==> config.mk <==
export PLATFORM = sky130hd
export DESIGN_NAME = ssrx_engine
export DESIGN_NICKNAME = d
export VERILOG_FILES = /design/src/rtl/ssrx_pkg.sv /design/src/rtl/ssrx_sck_if.sv /design/src/rtl/ssrx_sck_gen.sv /design/src/rtl/ssrx_engine.sv
export VERILOG_INCLUDE_DIRS = /design/src /design/src/rtl
export SDC_FILE = /design/constraint.sdc
export NUM_CORES = 1
export LEC_CHECK = 0
export ABC_AREA = 1
export BUFFER_PORTS_ARGS = -buffer_cell sky130_fd_sc_hd__buf_4
export CAP_MARGIN = 30
export CORE_MARGIN = 10
export CORE_UTILIZATION = 55
export DETAILED_ROUTE_END_ITERATION = 7
export PLACE_DENSITY = 0.77
export SLEW_MARGIN = 0
export SYNTH_ARGS = -nofsm -noshare
export SYNTH_HDL_FRONTEND = slang
export SYNTH_SLANG_ARGS = --single-unit
==> constraint.sdc <==
create_clock -name clk_i -period 3.7 [get_ports clk_i]
set_input_delay 1.11 -clock clk_i [delete_from_list [all_inputs] [get_ports clk_i]]
set_output_delay 1.11 -clock clk_i [all_outputs]
set_load 0.005 [all_outputs]
==> src/rtl/ssrx_consts.svh <==
// Offsets, field positions, reset values and timing counts of the serial engine.
// Assumes inclusion by bare name from rtl files; definitions only.
`ifndef SSRX_CONSTS_SVH
`define SSRX_CONSTS_SVH
// ------------------------------------------------------------
// Register byte offsets
// ------------------------------------------------------------
`define SSRX_OFS_CTRL 4'h0
`define SSRX_OFS_STAT 4'h4
`define SSRX_OFS_RXB 4'h8
`define SSRX_OFS_TXB 4'hc
// ------------------------------------------------------------
// Control fields
// ------------------------------------------------------------
`define SSRX_CR_START 7
`define SSRX_CR_STOP 6
`define SSRX_CR_MODE_HI 5
`define SSRX_CR_MODE_LO 4
`define SSRX_CR_DIR 3
`define SSRX_CR_SCK_HI 2
`define SSRX_CR_SCK_LO 0
// ------------------------------------------------------------
// Status fields
// ------------------------------------------------------------
`define SSRX_SR_ACTIVE 7
`define SSRX_SR_PARTIAL 6
`define SSRX_SR_TXE 5
`define SSRX_SR_RXF 4
`define SSRX_SR_TX_UNDERRUN_FLAG 3
`define SSRX_SR_RX_OVERRUN_FLAG 2
// ------------------------------------------------------------
// Reset values and codes
// ------------------------------------------------------------
`define SSRX_CTRL_RST 8'h00
`define SSRX_BUF_RST 8'h00
`define SSRX_MODE_TX 2'h0
`define SSRX_MODE_RX 2'h1
`define SSRX_MODE_TXRX 2'h2
`define SSRX_SCK_EXT 3'h7
`define SSRX_BITS 4'h8
// ------------------------------------------------------------
// Timing: clock 100 MHz, fc taken as the system clock
// ------------------------------------------------------------
`define SSRX_CLK_MHZ 100
`define SSRX_FC_DIV_MAX_LOG 12
`endif

==> src/rtl/ssrx_pkg.sv <==
// Types shared by the serial engine and its clock generator.
// Assumes the consts header is compiled alongside.
package ssrx_pkg;
  typedef enum logic [1:0] {
    SSRX_IDLE = 2'b00,
    SSRX_SHIFT = 2'b01,
    SSRX_WAIT = 2'b11,
    SSRX_ENDING = 2'b10
  } ssrx_state_t;
  typedef logic [7:0] ssrx_byte_t;
endpackage

==> src/rtl/ssrx_sck_if.sv <==
// Carrier between the engine and its shift-clock generator.
// Assumes one clock domain; used only between the two design modules.
`timescale 1ns/10ps
interface ssrx_sck_if;
  logic run;
  logic [2:0] sel;
  logic sck;
  logic fall;
  logic rise;
  modport gen (input run, input sel, output sck, output fall, output rise);
  modport eng (output run, output sel, input sck, input fall, input rise);
endinterface

==> src/rtl/ssrx_sck_gen.sv <==
// Internal shift-clock generator with synchronised external clock edges.
// Assumes clk_i at 100 MHz; external clock pin is asynchronous.
`timescale 1ns/10ps
`include "ssrx_consts.svh"
module ssrx_sck_gen (
  input wire logic clk_i,
  input wire logic rst_i,
  input wire logic sck_pin_i,
  ssrx_sck_if.gen sk
);
  import ssrx_pkg::*;
  typedef struct packed {
    logic [11:0] div;
    logic sck;
    logic s1;
    logic s2;
    logic s3;
  } ssrx_gen_t;
  ssrx_gen_t q, d;
  logic ext;
  logic [11:0] half;
  assign ext = (sk.sel == `SSRX_SCK_EXT);
  // Half period: sel 0 gives fc/2^12, sel 1..6 give fc/2^8..fc/2^3
  always_comb begin
    unique case (sk.sel)
      3'h0: half = 12'h7ff;
      3'h1: half = 12'h07f;
      3'h2: half = 12'h03f;
      3'h3: half = 12'h01f;
      3'h4: half = 12'h00f;
      3'h5: half = 12'h007;
      3'h6: half = 12'h003;
      default: half = 12'h003;
    endcase
  end
  always_comb begin
    d = q;
    d.s1 = sck_pin_i;
    d.s2 = q.s1;
    d.s3 = q.s2;
    if (!sk.run || ext) begin
      // Parking high is the idle level; a stall always ends on a full half period
      d.div = 12'h000;
      d.sck = 1'b1;
    end else if (q.div >= half) begin
      d.div = 12'h000;
      d.sck = ~q.sck;
    end else begin
      d.div = q.div + 12'h001;
    end
  end
  always_ff @(posedge clk_i) begin
    if (rst_i) begin
      q <= '{div: 12'h000, sck: 1'b1, s1: 1'b1, s2: 1'b1, s3: 1'b1};
    end else begin
      q <= d;
    end
  end
  assign sk.sck = ext ? q.s2 : q.sck;
  assign sk.fall = ext ? (q.s3 & ~q.s2) : (q.sck & ~d.sck);
  assign sk.rise = ext ? (~q.s3 & q.s2) : (~q.sck & d.sck);
endmodule

==> src/rtl/ssrx_engine.sv <==
// Eight-bit clocked serial engine with classic Wishbone register slave.
// Assumes single clk_i at 100 MHz; peer clock and data pins are asynchronous.
`timescale 1ns/10ps
`include "ssrx_consts.svh"
module ssrx_engine (
  input wire logic clk_i,
  input wire logic rst_i,
  input wire logic cyc_i,
  input wire logic stb_i,
  input wire logic we_i,
  input wire logic [3:0] adr_i,
  input wire logic [3:0] sel_i,
  input wire logic [31:0] dat_i,
  output logic [31:0] dat_o,
  output logic ack_o,
  input wire logic shift_clock_pin_i,
  output logic shift_clock_pin_o,
  output logic shift_clock_pin_oe_n_o,
  input wire logic serial_in_pin_i,
  output logic serial_out_pin_o,
  output logic serial_irq_o
);
  import ssrx_pkg::*;
  // ------------------------------------------------------------
  // State
  // ------------------------------------------------------------
  typedef struct packed {
    ssrx_state_t st;
    logic start;
    logic [1:0] mode;
    logic dir;
    logic [2:0] sck_sel;
    logic active;
    logic partial;
    logic txe;
    logic rx_full_flag;
    logic tx_err;
    logic rx_err;
    logic irq_pend;
    logic irq;
    ssrx_byte_t txb;
    ssrx_byte_t rxb;
    ssrx_byte_t tsr;
    ssrx_byte_t rsr;
    logic [3:0] falls;
    logic [3:0] rises;
    logic so;
    logic ack;
    logic [31:0] rdat;
    logic si1;
    logic si2;
    logic rx_second;
  } ssrx_eng_t;
  ssrx_eng_t q, d;
  ssrx_sck_if sk ();
  ssrx_sck_gen u_gen (
    .clk_i(clk_i),
    .rst_i(rst_i),
    .sck_pin_i(shift_clock_pin_i),
    .sk(sk)
  );
  logic ext, txm, rxm, req, wr, rd, rd_rxb, wr_txb, wr_ctrl, wr_stat;
  logic tx_ready, rx_ready, can_go;
  ssrx_byte_t rbit_word;
  assign ext = (q.sck_sel == `SSRX_SCK_EXT);
  assign txm = (q.mode == `SSRX_MODE_TX) || (q.mode == `SSRX_MODE_TXRX);
  assign rxm = (q.mode == `SSRX_MODE_RX) || (q.mode == `SSRX_MODE_TXRX);
  assign req = cyc_i & stb_i & ~q.ack;
  assign wr = req & we_i & sel_i[0];
  assign rd = req & ~we_i;
  assign rd_rxb = rd & (adr_i == `SSRX_OFS_RXB);
  assign wr_txb = wr & (adr_i == `SSRX_OFS_TXB);
  assign wr_ctrl = wr & (adr_i == `SSRX_OFS_CTRL);
  assign wr_stat = wr & (adr_i == `SSRX_OFS_STAT);
  // Internal auto-wait: a byte may start only when its buffers are ready
  assign tx_ready = ~txm | ~q.txe;
  assign rx_ready = ~rxm | ~q.rx_full_flag;
  assign can_go = ext | (tx_ready & rx_ready);
  // Received bit placed per direction: MSB first shifts left, LSB first right
  assign rbit_word = q.dir ? {q.si2, q.rsr[7:1]} : {q.rsr[6:0], q.si2};
  assign sk.sel = q.sck_sel;
  // ------------------------------------------------------------
  // Next state
  // ------------------------------------------------------------
  always_comb begin
    d = q;
    d.si1 = serial_in_pin_i;
    d.si2 = q.si1;
    d.ack = req;
    d.irq = 1'b0;
    if (rd) begin
      unique case (adr_i)
        `SSRX_OFS_CTRL: d.rdat = {24'h0, q.start, 1'b0, q.mode, q.dir, q.sck_sel};
        `SSRX_OFS_STAT: d.rdat = {24'h0, q.active, q.partial, q.txe, q.rx_full_flag,
                                  q.tx_err, q.rx_err, 2'b00};
        `SSRX_OFS_RXB: d.rdat = {24'h0, (q.rx_err && q.rx_second) ? q.rsr : q.rxb};
        default: d.rdat = 32'h0;
      endcase
    end
    // Software side of the flags; hardware sets below take priority
    if (rd_rxb) begin
      d.rx_full_flag = 1'b0;
      if (q.rx_err) begin
        d.rx_second = 1'b1;
      end
    end
    if (wr_txb && q.txe) begin
      d.txb = dat_i[7:0];
      d.txe = 1'b0;
    end
    if (wr_stat) begin
      if (!dat_i[`SSRX_SR_TX_UNDERRUN_FLAG]) begin
        d.tx_err = 1'b0;
      end
      if (!dat_i[`SSRX_SR_RX_OVERRUN_FLAG]) begin
        d.rx_err = 1'b0;
        d.rx_full_flag = 1'b0;
        d.rx_second = 1'b0;
      end
    end
    if (wr_ctrl) begin
      d.start = dat_i[`SSRX_CR_START];
      if (!q.active) begin
        // Mode, direction and clock are only safe to change while idle
        d.mode = dat_i[`SSRX_CR_MODE_HI:`SSRX_CR_MODE_LO];
        d.dir = dat_i[`SSRX_CR_DIR];
        d.sck_sel = dat_i[`SSRX_CR_SCK_HI:`SSRX_CR_SCK_LO];
      end
    end
    // ------------------------------------------------------------
    // Shift engine
    // ------------------------------------------------------------
    unique case (q.st)
      SSRX_IDLE: begin
        d.falls = 4'h0;
        d.rises = 4'h0;
        if (q.start && (can_go || ext) && q.mode != 2'h3) begin
          d.st = SSRX_SHIFT;
        end
      end
      SSRX_WAIT: begin
        if (!q.start) begin
          d.st = SSRX_ENDING;
        end else if (can_go) begin
          d.st = SSRX_SHIFT;
        end
      end
      SSRX_SHIFT: begin
        if (sk.fall) begin
          if (q.falls == 4'h0) begin
            d.active = 1'b1;
            d.partial = 1'b1;
            if (txm) begin
              if (q.txe) begin
                d.tx_err = 1'b1;
                d.irq_pend = 1'b1;
              end else begin
                d.tsr = q.txb;
              end
            end
            d.so = (txm && !q.txe) ? (q.dir ? q.txb[0] : q.txb[7]) : 1'b1;
            if (txm && !q.txe) begin
              d.tsr = q.dir ? {1'b1, q.txb[7:1]} : {q.txb[6:0], 1'b1};
            end
          end else begin
            d.so = q.dir ? q.tsr[0] : q.tsr[7];
            d.tsr = q.dir ? {1'b1, q.tsr[7:1]} : {q.tsr[6:0], 1'b1};
          end
          d.falls = q.falls + 4'h1;
          if (q.falls == `SSRX_BITS - 4'h1) begin
            d.partial = 1'b0;
          end
          // Transmit-only underrun interrupt comes on the second fall of the byte
          if (q.irq_pend && q.mode == `SSRX_MODE_TX) begin
            d.irq = 1'b1;
            d.irq_pend = 1'b0;
          end
        end
        if (sk.rise && q.falls != 4'h0) begin
          if (q.rises == 4'h0 && txm && !q.tx_err) begin
            d.txe = 1'b1;
          end
          if (rxm && !q.rx_err) begin
            d.rsr = rbit_word;
          end
          d.rises = q.rises + 4'h1;
          if (q.rises == `SSRX_BITS - 4'h1) begin
            d.falls = 4'h0;
            d.rises = 4'h0;
            if (rxm && !q.rx_err) begin
              if (q.rx_full_flag) begin
                d.rx_err = 1'b1;
                d.rx_second = 1'b0;
                d.irq = 1'b1;
              end else begin
                d.rxb = rbit_word;
                d.rx_full_flag = 1'b1;
                d.irq = 1'b1;
              end
            end else if (!rxm && !q.tx_err) begin
              d.irq = 1'b1;
            end
            if (q.irq_pend && rxm) begin
              d.irq = 1'b1;
              d.irq_pend = 1'b0;
            end
            // Peer must respect the stop window with an external clock
            if (!q.start) begin
              d.st = SSRX_ENDING;
            end else if (ext) begin
              d.st = SSRX_SHIFT;
            end else begin
              d.st = SSRX_WAIT;
            end
          end
        end
      end
      SSRX_ENDING: begin
        d.active = 1'b0;
        d.so = 1'b1;
        d.st = SSRX_IDLE;
      end
      default: d.st = SSRX_IDLE;
    endcase
    if (q.tx_err) begin
      d.so = 1'b1;
    end
    if (wr_ctrl && dat_i[`SSRX_CR_STOP]) begin
      // Forced stop wins over everything but a same-cycle interrupt pulse, which still goes out
      d.st = SSRX_IDLE;
      d.start = 1'b0;
      d.active = 1'b0;
      d.partial = 1'b0;
      d.txe = 1'b1;
      d.rx_full_flag = 1'b0;
      d.tx_err = 1'b0;
      d.rx_err = 1'b0;
      d.irq_pend = 1'b0;
      d.rx_second = 1'b0;
      d.txb = `SSRX_BUF_RST;
      d.rxb = `SSRX_BUF_RST;
      d.tsr = `SSRX_BUF_RST;
      d.rsr = `SSRX_BUF_RST;
      d.falls = 4'h0;
      d.rises = 4'h0;
      d.so = 1'b1;
    end
  end
  // ------------------------------------------------------------
  // Registers
  // ------------------------------------------------------------
  always_ff @(posedge clk_i) begin
    if (rst_i) begin
      q <= '0;
      q.st <= SSRX_IDLE;
      q.txe <= 1'b1;
      q.so <= 1'b1;
      q.si1 <= 1'b1;
      q.si2 <= 1'b1;
    end else begin
      q <= d;
    end
  end
  // Clock runs only while shifting and only when internal
  assign sk.run = (q.st == SSRX_SHIFT) && !ext;
  assign shift_clock_pin_o = sk.sck;
  assign shift_clock_pin_oe_n_o = ext;
  assign serial_out_pin_o = q.so;
  assign serial_irq_o = q.irq;
  assign dat_o = q.rdat;
  assign ack_o = q.ack;
endmodule

==> results of run 1 <==
[path summary, 6_finish.rpt]
check,to,start,slack [ns],depth (start not counted)
setup / recovery,q[0]$_SDFF_PP0_,cyc_i,0.89,12
hold reg to reg,q[1]$_SDFF_PP1_,d[1]$_SDFF_PP1_,0.42,1
hold / removal,q[1]$_SDFF_PP1_,d[1]$_SDFF_PP1_,0.42,1
setup reg to reg,q[81]$_SDFF_PP0_,sk.sel[2]$_SDFFE_PP0P_,0.94,18
[worst max-delay path, cell delays in order]
cell     delay [ns]
buf_4          0.11
nand2_1        0.05
nor2_1         0.05
nand3_1        0.23
nor2_4         0.07
nand2_1        0.07
nand2_2        0.21
inv_2          0.56
o21ai_0        0.33
nor2_1         0.19
nand2_1        0.08
inv_1          0.05
[flip-flops by register name (all words and copies together), names as in the netlist]
signal            count
ack_o                 1
q                    55
dat_o                 8
u_gen.d               2
sk.sel                3
d                     1
u_gen.q              14
serial_irq_o          1
serial_out_pin_o      1
[cell usage in the layout, fill, tap and decap left out, types with 2 or more instances in the layout]
cell type   count
a211oi_1        2
a21oi_1        54
a31oi_1         8
buf_4          34
bufinv_16       3
clkbuf_8        9
clkinv_1        3
clkinvlp_4      3
conb_1         24
dfxtp_1        86
ha_1           21
inv_1          72
inv_2           2
nand2_1       132
nand2_2         6
nand3_1        24
nand3_2         2
nand4_1         4
nor2_1         44
nor2_2          3
nor2_4          3
nor3_1         11
nor3_2          6
nor3b_1         3
o211ai_1       21
o21ai_0        58
o21ai_1         7
o21ai_2         2
o21bai_1        5
o221ai_1        5
or2_2           6
xor2_1          7
[power groups by stage]
stage | logic, mW | clock network (mW) | registers [mW]
floorplan | 0.0990 | 0 | 0.961
global placement | 0.118 | 0 | 0.962
detailed placement | 0.121 | 0 | 0.963
CTS | 0.121 | 0.813 | 0.942
global route | 0.140 | 0.857 | 0.943
finish | 0.123 | 0.810 | 0.942
[logic make-up after synthesis]
family	share of synthesized area, %
other	0.0780
buffers and inverters	13.5
adders and majority gates	5.47
DFF	35.8
AOI/OAI and AO/OA	20.0
and+or+nand+nor	23.7
xor gates and xnor gates	1.46
[layer usage]
layer | GRT usage [%] | share of wire [%] | routed length (µm) | vias to the layer above
li1 | - | - | - | 2170
met1 | 20.9 | 45 | 4920 | 1986
met4 | 6.09 | 1.7 | 192 | 0
met3 | 4.09 | 5.2 | 567 | 15
met5 | 0 | 0 | 0 | -
met2 | 28.8 | 48 | 5310 | 112
[cell usage after synthesis, types with 2 or more instances]
cell type,count,area [µm²]
nand2_1,132,495
dfxtp_1,86,1720
inv_1,72,270
o21ai_0,58,290
a21oi_1,54,270
nor2_1,44,165
buf_4,32,240
nand3_1,24,120
ha_1,21,263
o211ai_1,21,158
clkbuf_1,16,60.1
nor3_1,11,55.1
a31oi_1,8,50.1
o21ai_1,7,35.0
xor2_1,7,61.3
nand2_2,6,37.5
nor3_2,6,60.1
or2_2,6,37.5
o21bai_1,5,37.5
o221ai_1,5,43.8
buf_6,4,45.0
nand4_1,4,25.0
clkinv_1,3,11.3
nor2_2,3,18.8
nor2_4,3,33.8
nor3b_1,3,22.5
a211oi_1,2,15.0
buf_2,2,10.0
inv_2,2,7.51
nand3_2,2,20.0
o21ai_2,2,17.5
[per-stage QoR]
stage	hold WS (ns)	instances	cell area [µm²]	util (%)	setup WS, ns
after detailed placement	0.401	775	4920	57.3	0.582
after CTS	0.425	791	5170	60.2	0.946
after floorplan	0.389	688	4890	-	1.33
final	0.422	791	5170	60.2	0.894
after global routing	0.439	791	5170	60.2	0.564
after global placement	0.400	775	4920	57.3	0.665
[layout make-up]
| cell class | count | area, µm² |
|---|---|---|
| clock inverter | 7 | 121 |
| fill | 815 | 3420 |
| tap | 108 | 135 |
| clock buffer | 9 | 124 |
| multi-input combinational | 470 | 2520 |
| timing repair buffer | 34 | 255 |
| sequential | 86 | 1720 |
| inverter | 77 | 289 |
==> metrics, run 1 <==
grt ovf=0; Startpoint Class=input port; DRC marker count from the first detailed-route iteration=between 200 and 300; # port buffers=32; clk slew on worst S/H paths=0.09 ns; TritonCTS clock tree=built; clk_lat worst skew=~0.37 ns; Rows=34; I/O Pins=84; Final Setup Violations=0; number of post-CTS setup repair buffers=0; drt drc=0; Area Overhead vs Synth=7.55%; Hold/Removal Path Class=reg -> reg; NetSw=around 450 µW; CTS Sinks=86; maximum fanout along the worst path=39; Setup crit end kind=flip-flop; WL per Instance=~14 µm; htree depth=3; status=complete, no violations; CP Class=in -> reg; Post-synth ARST share=0%; Yosys warning count=0; share of total power in the clock network=43.2%; Pwr Total=1.88 mW; Mapped Area=4810 µm²; sw frac=between 20% and 30%; Total GRT Usage=17.1%; remaining antenna violation count=0; vias in the first global route=roughly 4000; Mean Syn Cell Area=7.23 µm²; layout cells sized above 1=between 10% and 20%; Slew headroom=about 58%; final hold vios=0; Diodes inserted=0; maxcap violations=0; Die H=113 µm; Die X=about 110 µm; Power Internal=between 1 and 1.5 mW; via count=between 4000 and 5000; CTS Buf Count=9; largest net degree at the start of global routing=40; Clock Skews=0.00597 ns; RSZ-0062 raised after global routing=false; worst slew pin tran=0.636 ns; WP data required=around 4 ns; GP Congestion=roughly 0.9; Clock Path Buffers=2; initial core utilization=roughly 56%; number of synthesized flops with an enable pin=0; Worst VDD drop=~0.19 mV; Sequential Power Share=between 50% and 60%; Gate Count Post-Synth=approximately 670; initial antenna violation count=0; Seq cells post-synth=86; Post-CTS Resized=0; post-synthesis cell type count=45; DR vias/cell=~5.4; # hold bufs at CTS=0; ys flop type=dfxtp_1; Period Utilization, post-route=75.8%; Leak=about 2.0 nW; power per cell area=around 360 nW/µm²; die area=approximately 13000 µm²; final WL=roughly 11000 µm; Comb power frac=under 10%; Arr. time, crit path=3.12 ns; Pre-antenna DRT Iters=7; Nets=746; fmax=roughly 360 MHz; Root Driver=clkbuf_8; first-pass GRT wire length=approximately 19000 µm; hpwl dp=approximately 8100 µm; share of the yosys chip area belonging to registers=a little over a third; final period demand of the worst path=between 2 and 3 ns; Core ar.=between 8000 and 9000 µm²; setup TNS=0 ns; count of pins over their slew limit=0
Note: power is estimated with default switching activity, not from simulation.
==> run 2, diff against run 1 <==
Clock period 3.7 ns to 2.7 ns, I/O delays scaled along.
==> run 2 against run 1 <==
Routed wire length grew 2.2%. Critical path depth shrank 3. Clock power grew 33%. Cell count grew 1.3%. Cell area grew 1.7%. Sequential cell count is the same. Global-route usage grew 0.16 points. Utilization grew 1.0 points. Hold slack gained 0.0049 ns. Register-to-register slack lost 0.72 ns. Critical path type is now reg -> reg.
==> metrics, run 2 (synthesized netlist as in run 1, its figures left out) <==
Post-Layout Cell Count=801 (+1.3%); clk_lat worst skew=0.36 ns (about the same); most frequent cells in the layout=131 x nand2_1, 86 x dfxtp_1, 72 x inv_1; count of pins over their slew limit=0 (unchanged); CP peak stage delay=0.79 ns (+0.23 ns); Period Utilization, post-route=91.8%; Slew headroom=30.7% (-27 points); Die H=113 µm (unchanged); final core utilization=61.2% (+1.0 points); Clock Skews=0.0106 ns (+0.00461 ns); Pre-antenna DRT Iters=5 (-2); Power Internal=1.95 mW (+37%); WP data required=3.00 ns (-1.02 ns); CTS Buf Count=9 (unchanged); Area Overhead vs Synth=9.37%; first-pass GRT wire length=18800 µm (+0.44%); register area=1720 µm² (unchanged); fmax=between 400 and 500 MHz; GP Congestion=0.890 (-2.4%); multi-input logic area=2530 µm² (about the same); TritonCTS clock tree=built; slowest stage cell, crit path=nor2_1; Leak=2.08 nW (+3.3%); crit-path most repeated cell=nor2_1; CP top delay family=simple AND/OR/NAND/NOR gates; CP Class=reg -> reg; Fillers=812 (-0.37%); Die X=113 µm (unchanged); vias in the first global route=4120 (+1.7%); worst path bufs/invs=2 (-1); DRC marker count from the first detailed-route iteration=292 (+4.3%); initial core utilization=55.9% (unchanged); drt drc=0 (unchanged); status=complete, no violations; Post-Place Worst Slack=0.202 ns (-0.380 ns); power per cell area=483 nW/µm² (+33%); final instance area=5260 µm² (+1.7%); # port buffers=32 (unchanged); CTS Sinks=86 (unchanged); critical path cell sequence=inv_1 > ha_1 > nor2_1 > nor2_1 > nor2_1 > nor2_4 > buf_4 > o21ai_0 > a31oi_1; maximum fanout along the worst path=17 (-56%); Setup crit end kind=flip-flop; Post-DP Area=4980 µm² (+1.2%); Startpoint Class=flip-flop; Sequential Power Share=50.7% (+0.5 points); Arr. time, crit path=2.77 ns (-0.35 ns); setup TNS=0 ns (unchanged); Inst Count DP=781 (+0.77%); die area=12900 µm² (unchanged); Core ar.=8590 µm² (unchanged); DR vias/cell=5.39 (-0.51%); share of total power in the clock network=42.3% (-0.9 points); final setup margin=0.222 ns (-0.672 ns); Rows=34 (unchanged); Total GRT Usage=17.3% (+0.16 points); WL per Instance=14.0 µm (+0.94%); Final Setup Violations=0 (unchanged); Clock Path Buffers=2 (unchanged); Comb power frac=6.9% (+0.3 points); Diodes inserted=0 (unchanged); layout cells sized above 1=13.4% (+1.4 points); Worst VDD drop=0.310 mV (+61%); final hold vios=0 (unchanged); Largest Register=q; clk slew on worst S/H paths=0.09 ns (about the same); Root Driver=clkbuf_8; commonest non-fill, non-tap cell in the layout=nand2_1; max reg flops=55 (unchanged); hpwl dp=8300 µm (+1.9%); final WL=11200 µm (+2.2%); largest net degree at the start of global routing=35 (-13%); via count=4315 (+0.75%); NetSw=591 µW (+31%); final period demand of the worst path=roughly 2.5 ns; grt ovf=0 (unchanged); worst slew pin tran=1.04 ns (+0.400 ns); sw frac=23.3% (-0.74 points); maxcap violations=0 (unchanged); Hold/Removal Path Class=reg -> reg; initial antenna violation count=0 (unchanged); remaining antenna violation count=0 (unchanged); Nets=757 (+1.5%); htree depth=3 (unchanged); I/O Pins=84 (unchanged)
[run 2: cell types whose count changed in the layout (fill, tap and decap cells not counted), sizes merged]
cell,before,now
buf,34,45
clkinv,3,5
clkinvlp,3,1
inv,75,74
[run 2: path summary, 6_finish.rpt]
check / from / endpoint / slack (ns) / depth (start not counted)
setup / recovery: q[89]$_SDFFE_PP0P_ / q[54]$_SDFFE_PP0P_ / 0.22 / 9
setup reg to reg: q[89]$_SDFFE_PP0P_ / q[54]$_SDFFE_PP0P_ / 0.22 / 9
hold reg to reg: d[1]$_SDFF_PP1_ / q[1]$_SDFF_PP1_ / 0.43 / 1
hold / removal: d[1]$_SDFF_PP1_ / q[1]$_SDFF_PP1_ / 0.43 / 1
[run 2: cell type report]
cell class	count	share of cell area, %
Tap cell	108	2.57
Inverter	77	5.50
Clock inverter	6	2.12
Multi-Input combinational cell	470	48.0
Sequential cell	86	32.7
Timing Repair Buffer	45	6.66
Clock buffer	9	2.36
[run 2: what timing repair did]
item / CTS / global route
setup buffers: 0 / 5
endpoints found under the setup margin: 0 / 18
hold buffers: 0 / 0
resized for setup: 0 / 1
[run 2: metal layers]
layer,routed length [µm],GRT usage [%],vias up
li1,-,-,2192
met5,0,0,-
met3,628,3.41,27
met2,5430,29.6,115
met1,4920,20.7,1981
met4,253,7.02,0
[run 2: stage by stage]
stage               hold WS, ns  power (mW)
global route              0.455        2.63
floorplan                 0.389        1.45
CTS                       0.431        2.55
finish                    0.427        2.54
detailed placement        0.403        1.49
global placement          0.400        1.49
[run 2: power groups by stage]
stage	registers, mW	logic, mW	clock network, mW
after floorplan	1.32	0.136	0
after global placement	1.32	0.168	0
after detailed placement	1.32	0.171	0
after CTS	1.29	0.173	1.09
after global routing	1.29	0.197	1.14
final	1.29	0.176	1.08
==> run 3, diff against run 2 <==
Settings changed: PLACE_DENSITY 0.77 to 0.79, REMOVE_ABC_BUFFERS from default to 1.
==> run 3 against run 2 <==
Utilization grew 0.13 points. First-iteration DRC count decreased by 16%. Fmax rose by 0.31%. Count of clock-buffer cells in the layout rose by 1.
==> metrics, run 3 (synthesized netlist as in run 1, its figures left out) <==
register area=1720 µm² (unchanged); initial core utilization=55.9% (unchanged); CTS Buf Count=9 (unchanged); Final Setup Violations=0 (unchanged); initial antenna violation count=0 (unchanged); fmax=405 MHz (+0.31%); final WL=11200 µm (-0.12%); Worst VDD drop=0.316 mV (+2.1%); multi-input logic area=2530 µm² (about the same); worst slew pin tran=1.05 ns (+0.0124 ns); count of pins over their slew limit=0 (unchanged); max reg flops=55 (unchanged); Clock Path Buffers=2 (unchanged); remaining antenna violation count=0 (unchanged); DR vias/cell=5.42 (+0.66%); CP peak stage delay=0.35 ns (-0.44 ns); Clock Skews=0.0103 ns (-0.000319 ns); Die H=113 µm (unchanged); RSZ-0062 raised after global routing=false; clk slew on worst S/H paths=0.09 ns (about the same); setup TNS=0 ns (unchanged); Largest Register=q; CTS Sinks=86 (unchanged); crit-path most repeated cell=nand2_2; hpwl dp=8230 µm (-0.76%); Reg2Reg Depth=15 (+6); power per cell area=501 nW/µm² (+3.7%); final hold vios=0 (unchanged); # hold bufs at CTS=0 (unchanged); Area Overhead vs Synth=9.60%; WL per Instance=14.0 µm (about the same); commonest non-fill, non-tap cell in the layout=nand2_1; maxcap violations=0 (unchanged); grt ovf=0 (unchanged); Rows=34 (unchanged); Startpoint Class=flip-flop; Pre-antenna DRT Iters=4 (-1); # port buffers=32 (unchanged); Period Utilization, post-route=91.5% (-0.28 points); htree depth=3 (unchanged); Diodes inserted=0 (unchanged); Core ar.=8590 µm² (unchanged); DRC marker count from the first detailed-route iteration=246 (-16%); die area=12900 µm² (unchanged); Slew headroom=29.9% (-0.83 points); GP Congestion=0.977 (+9.7%); Post-Layout Cell Count=800 (-0.12%); first-pass GRT wire length=18600 µm (-1.1%); Leak=2.09 nW (+0.14%); Root Driver=clkbuf_8; WP data required=2.95 ns (-0.05 ns); Total GRT Usage=17.1% (-0.19 points); critical path cell sequence=nor2_2 > nand2_2 > nand2_1 > inv_1 > ha_1 > nand2_1 > nor2_1 > nand3_1 > nand3_2 > nand2_2 > nand2_2 > nand2_2 > nor2_4 > buf_2 > a31oi_1; I/O Pins=84 (unchanged); Die X=113 µm (unchanged); status=complete, no violations; Setup crit end kind=flip-flop; Hold/Removal Path Class=reg -> reg; layout cells sized above 1=13.4% (+0.019 points); drt drc=0 (unchanged); hold path depth=1 (unchanged); CP Class=reg -> reg; Arr. time, crit path=2.72 ns (-0.05 ns); most frequent cells in the layout=131 x nand2_1, 86 x dfxtp_1, 71 x inv_1; via count=4338 (+0.53%); Nets=755 (-0.26%); maximum fanout along the worst path=9 (-8); final period demand of the worst path=2.47 ns (-0.00759 ns); vias in the first global route=4050 (-1.7%); Fillers=797 (-1.8%); clk_lat worst skew=0.36 ns (about the same); slowest stage cell, crit path=dfxtp_1; Inst Count DP=782 (+0.13%); TritonCTS clock tree=built; largest net degree at the start of global routing=37 (+5.7%)
run 3: critical path: cells and delay by family (launching register included):
family	cells	cell delay (ns)
AO/OA/AOI/OAI	1	0.09
adder cells (fa/ha/maj)	1	0.26
buffers and inverters	2	0.28
flip-flops	1	0.35
AND/OR/NAND/NOR	11	1.35
run 3: area by class of cell:
cell class | instances | area share [%]
well taps | 108 | 2.56
clock inverters | 6 | 2.54
multi-input cells | 470 | 48.0
flip-flops and latches | 86 | 32.7
inverters | 77 | 5.49
repair buffers | 43 | 6.32
clock buffers | 10 | 2.42
run 3: timing repair:
item	4_1_cts	5_1_grt
gates resized for setup	0	4
setup endpoints to repair	0	29
setup buffers	0	2
run 3: through the flow:
stage	total power [mW]	util (%)	area, µm²	setup slack [ns]	hold slack [ns]
2_1_floorplan	1.42	-	4530	0.441	0.389
5_1_grt	2.73	61.3	5270	0.000957	0.442
6_report	2.64	61.3	5270	0.230	0.421
3_3_place_gp	1.49	58.1	4990	0.235	0.401
4_1_cts	2.66	61.1	5250	0.116	0.425
3_5_place_dp	1.49	58.1	4990	0.178	0.401
run 3: layer usage:
metal  vias to the layer above  part of all wire (%)  global-route usage (%)
li1                       2201                     -                       -
met1                      1986                    44                    21.1
met2                       135                    48                    27.9
met3                        16                   7.0                    4.88
met4                         0                   1.7                    5.84
met5                         -                     0                       0
run 3: path summary, 6_finish.rpt:
kind	slack (ns)	endpoint	start
max	0.23	q[54]$_SDFFE_PP0P_	sk.sel[0]$_SDFFE_PP0P_
min	0.42	q[1]$_SDFF_PP1_	d[1]$_SDFF_PP1_
min reg2reg	0.42	q[1]$_SDFF_PP1_	d[1]$_SDFF_PP1_
max reg2reg	0.23	q[54]$_SDFFE_PP0P_	sk.sel[0]$_SDFFE_PP0P_
run 3: where the power goes:
part / internal (mW) / switching [mW] / total (mW)
clock: 0.709 / 0.466 / 1.18
combinational: 0.0616 / 0.114 / 0.176
sequential: 1.28 / 0.0109 / 1.29
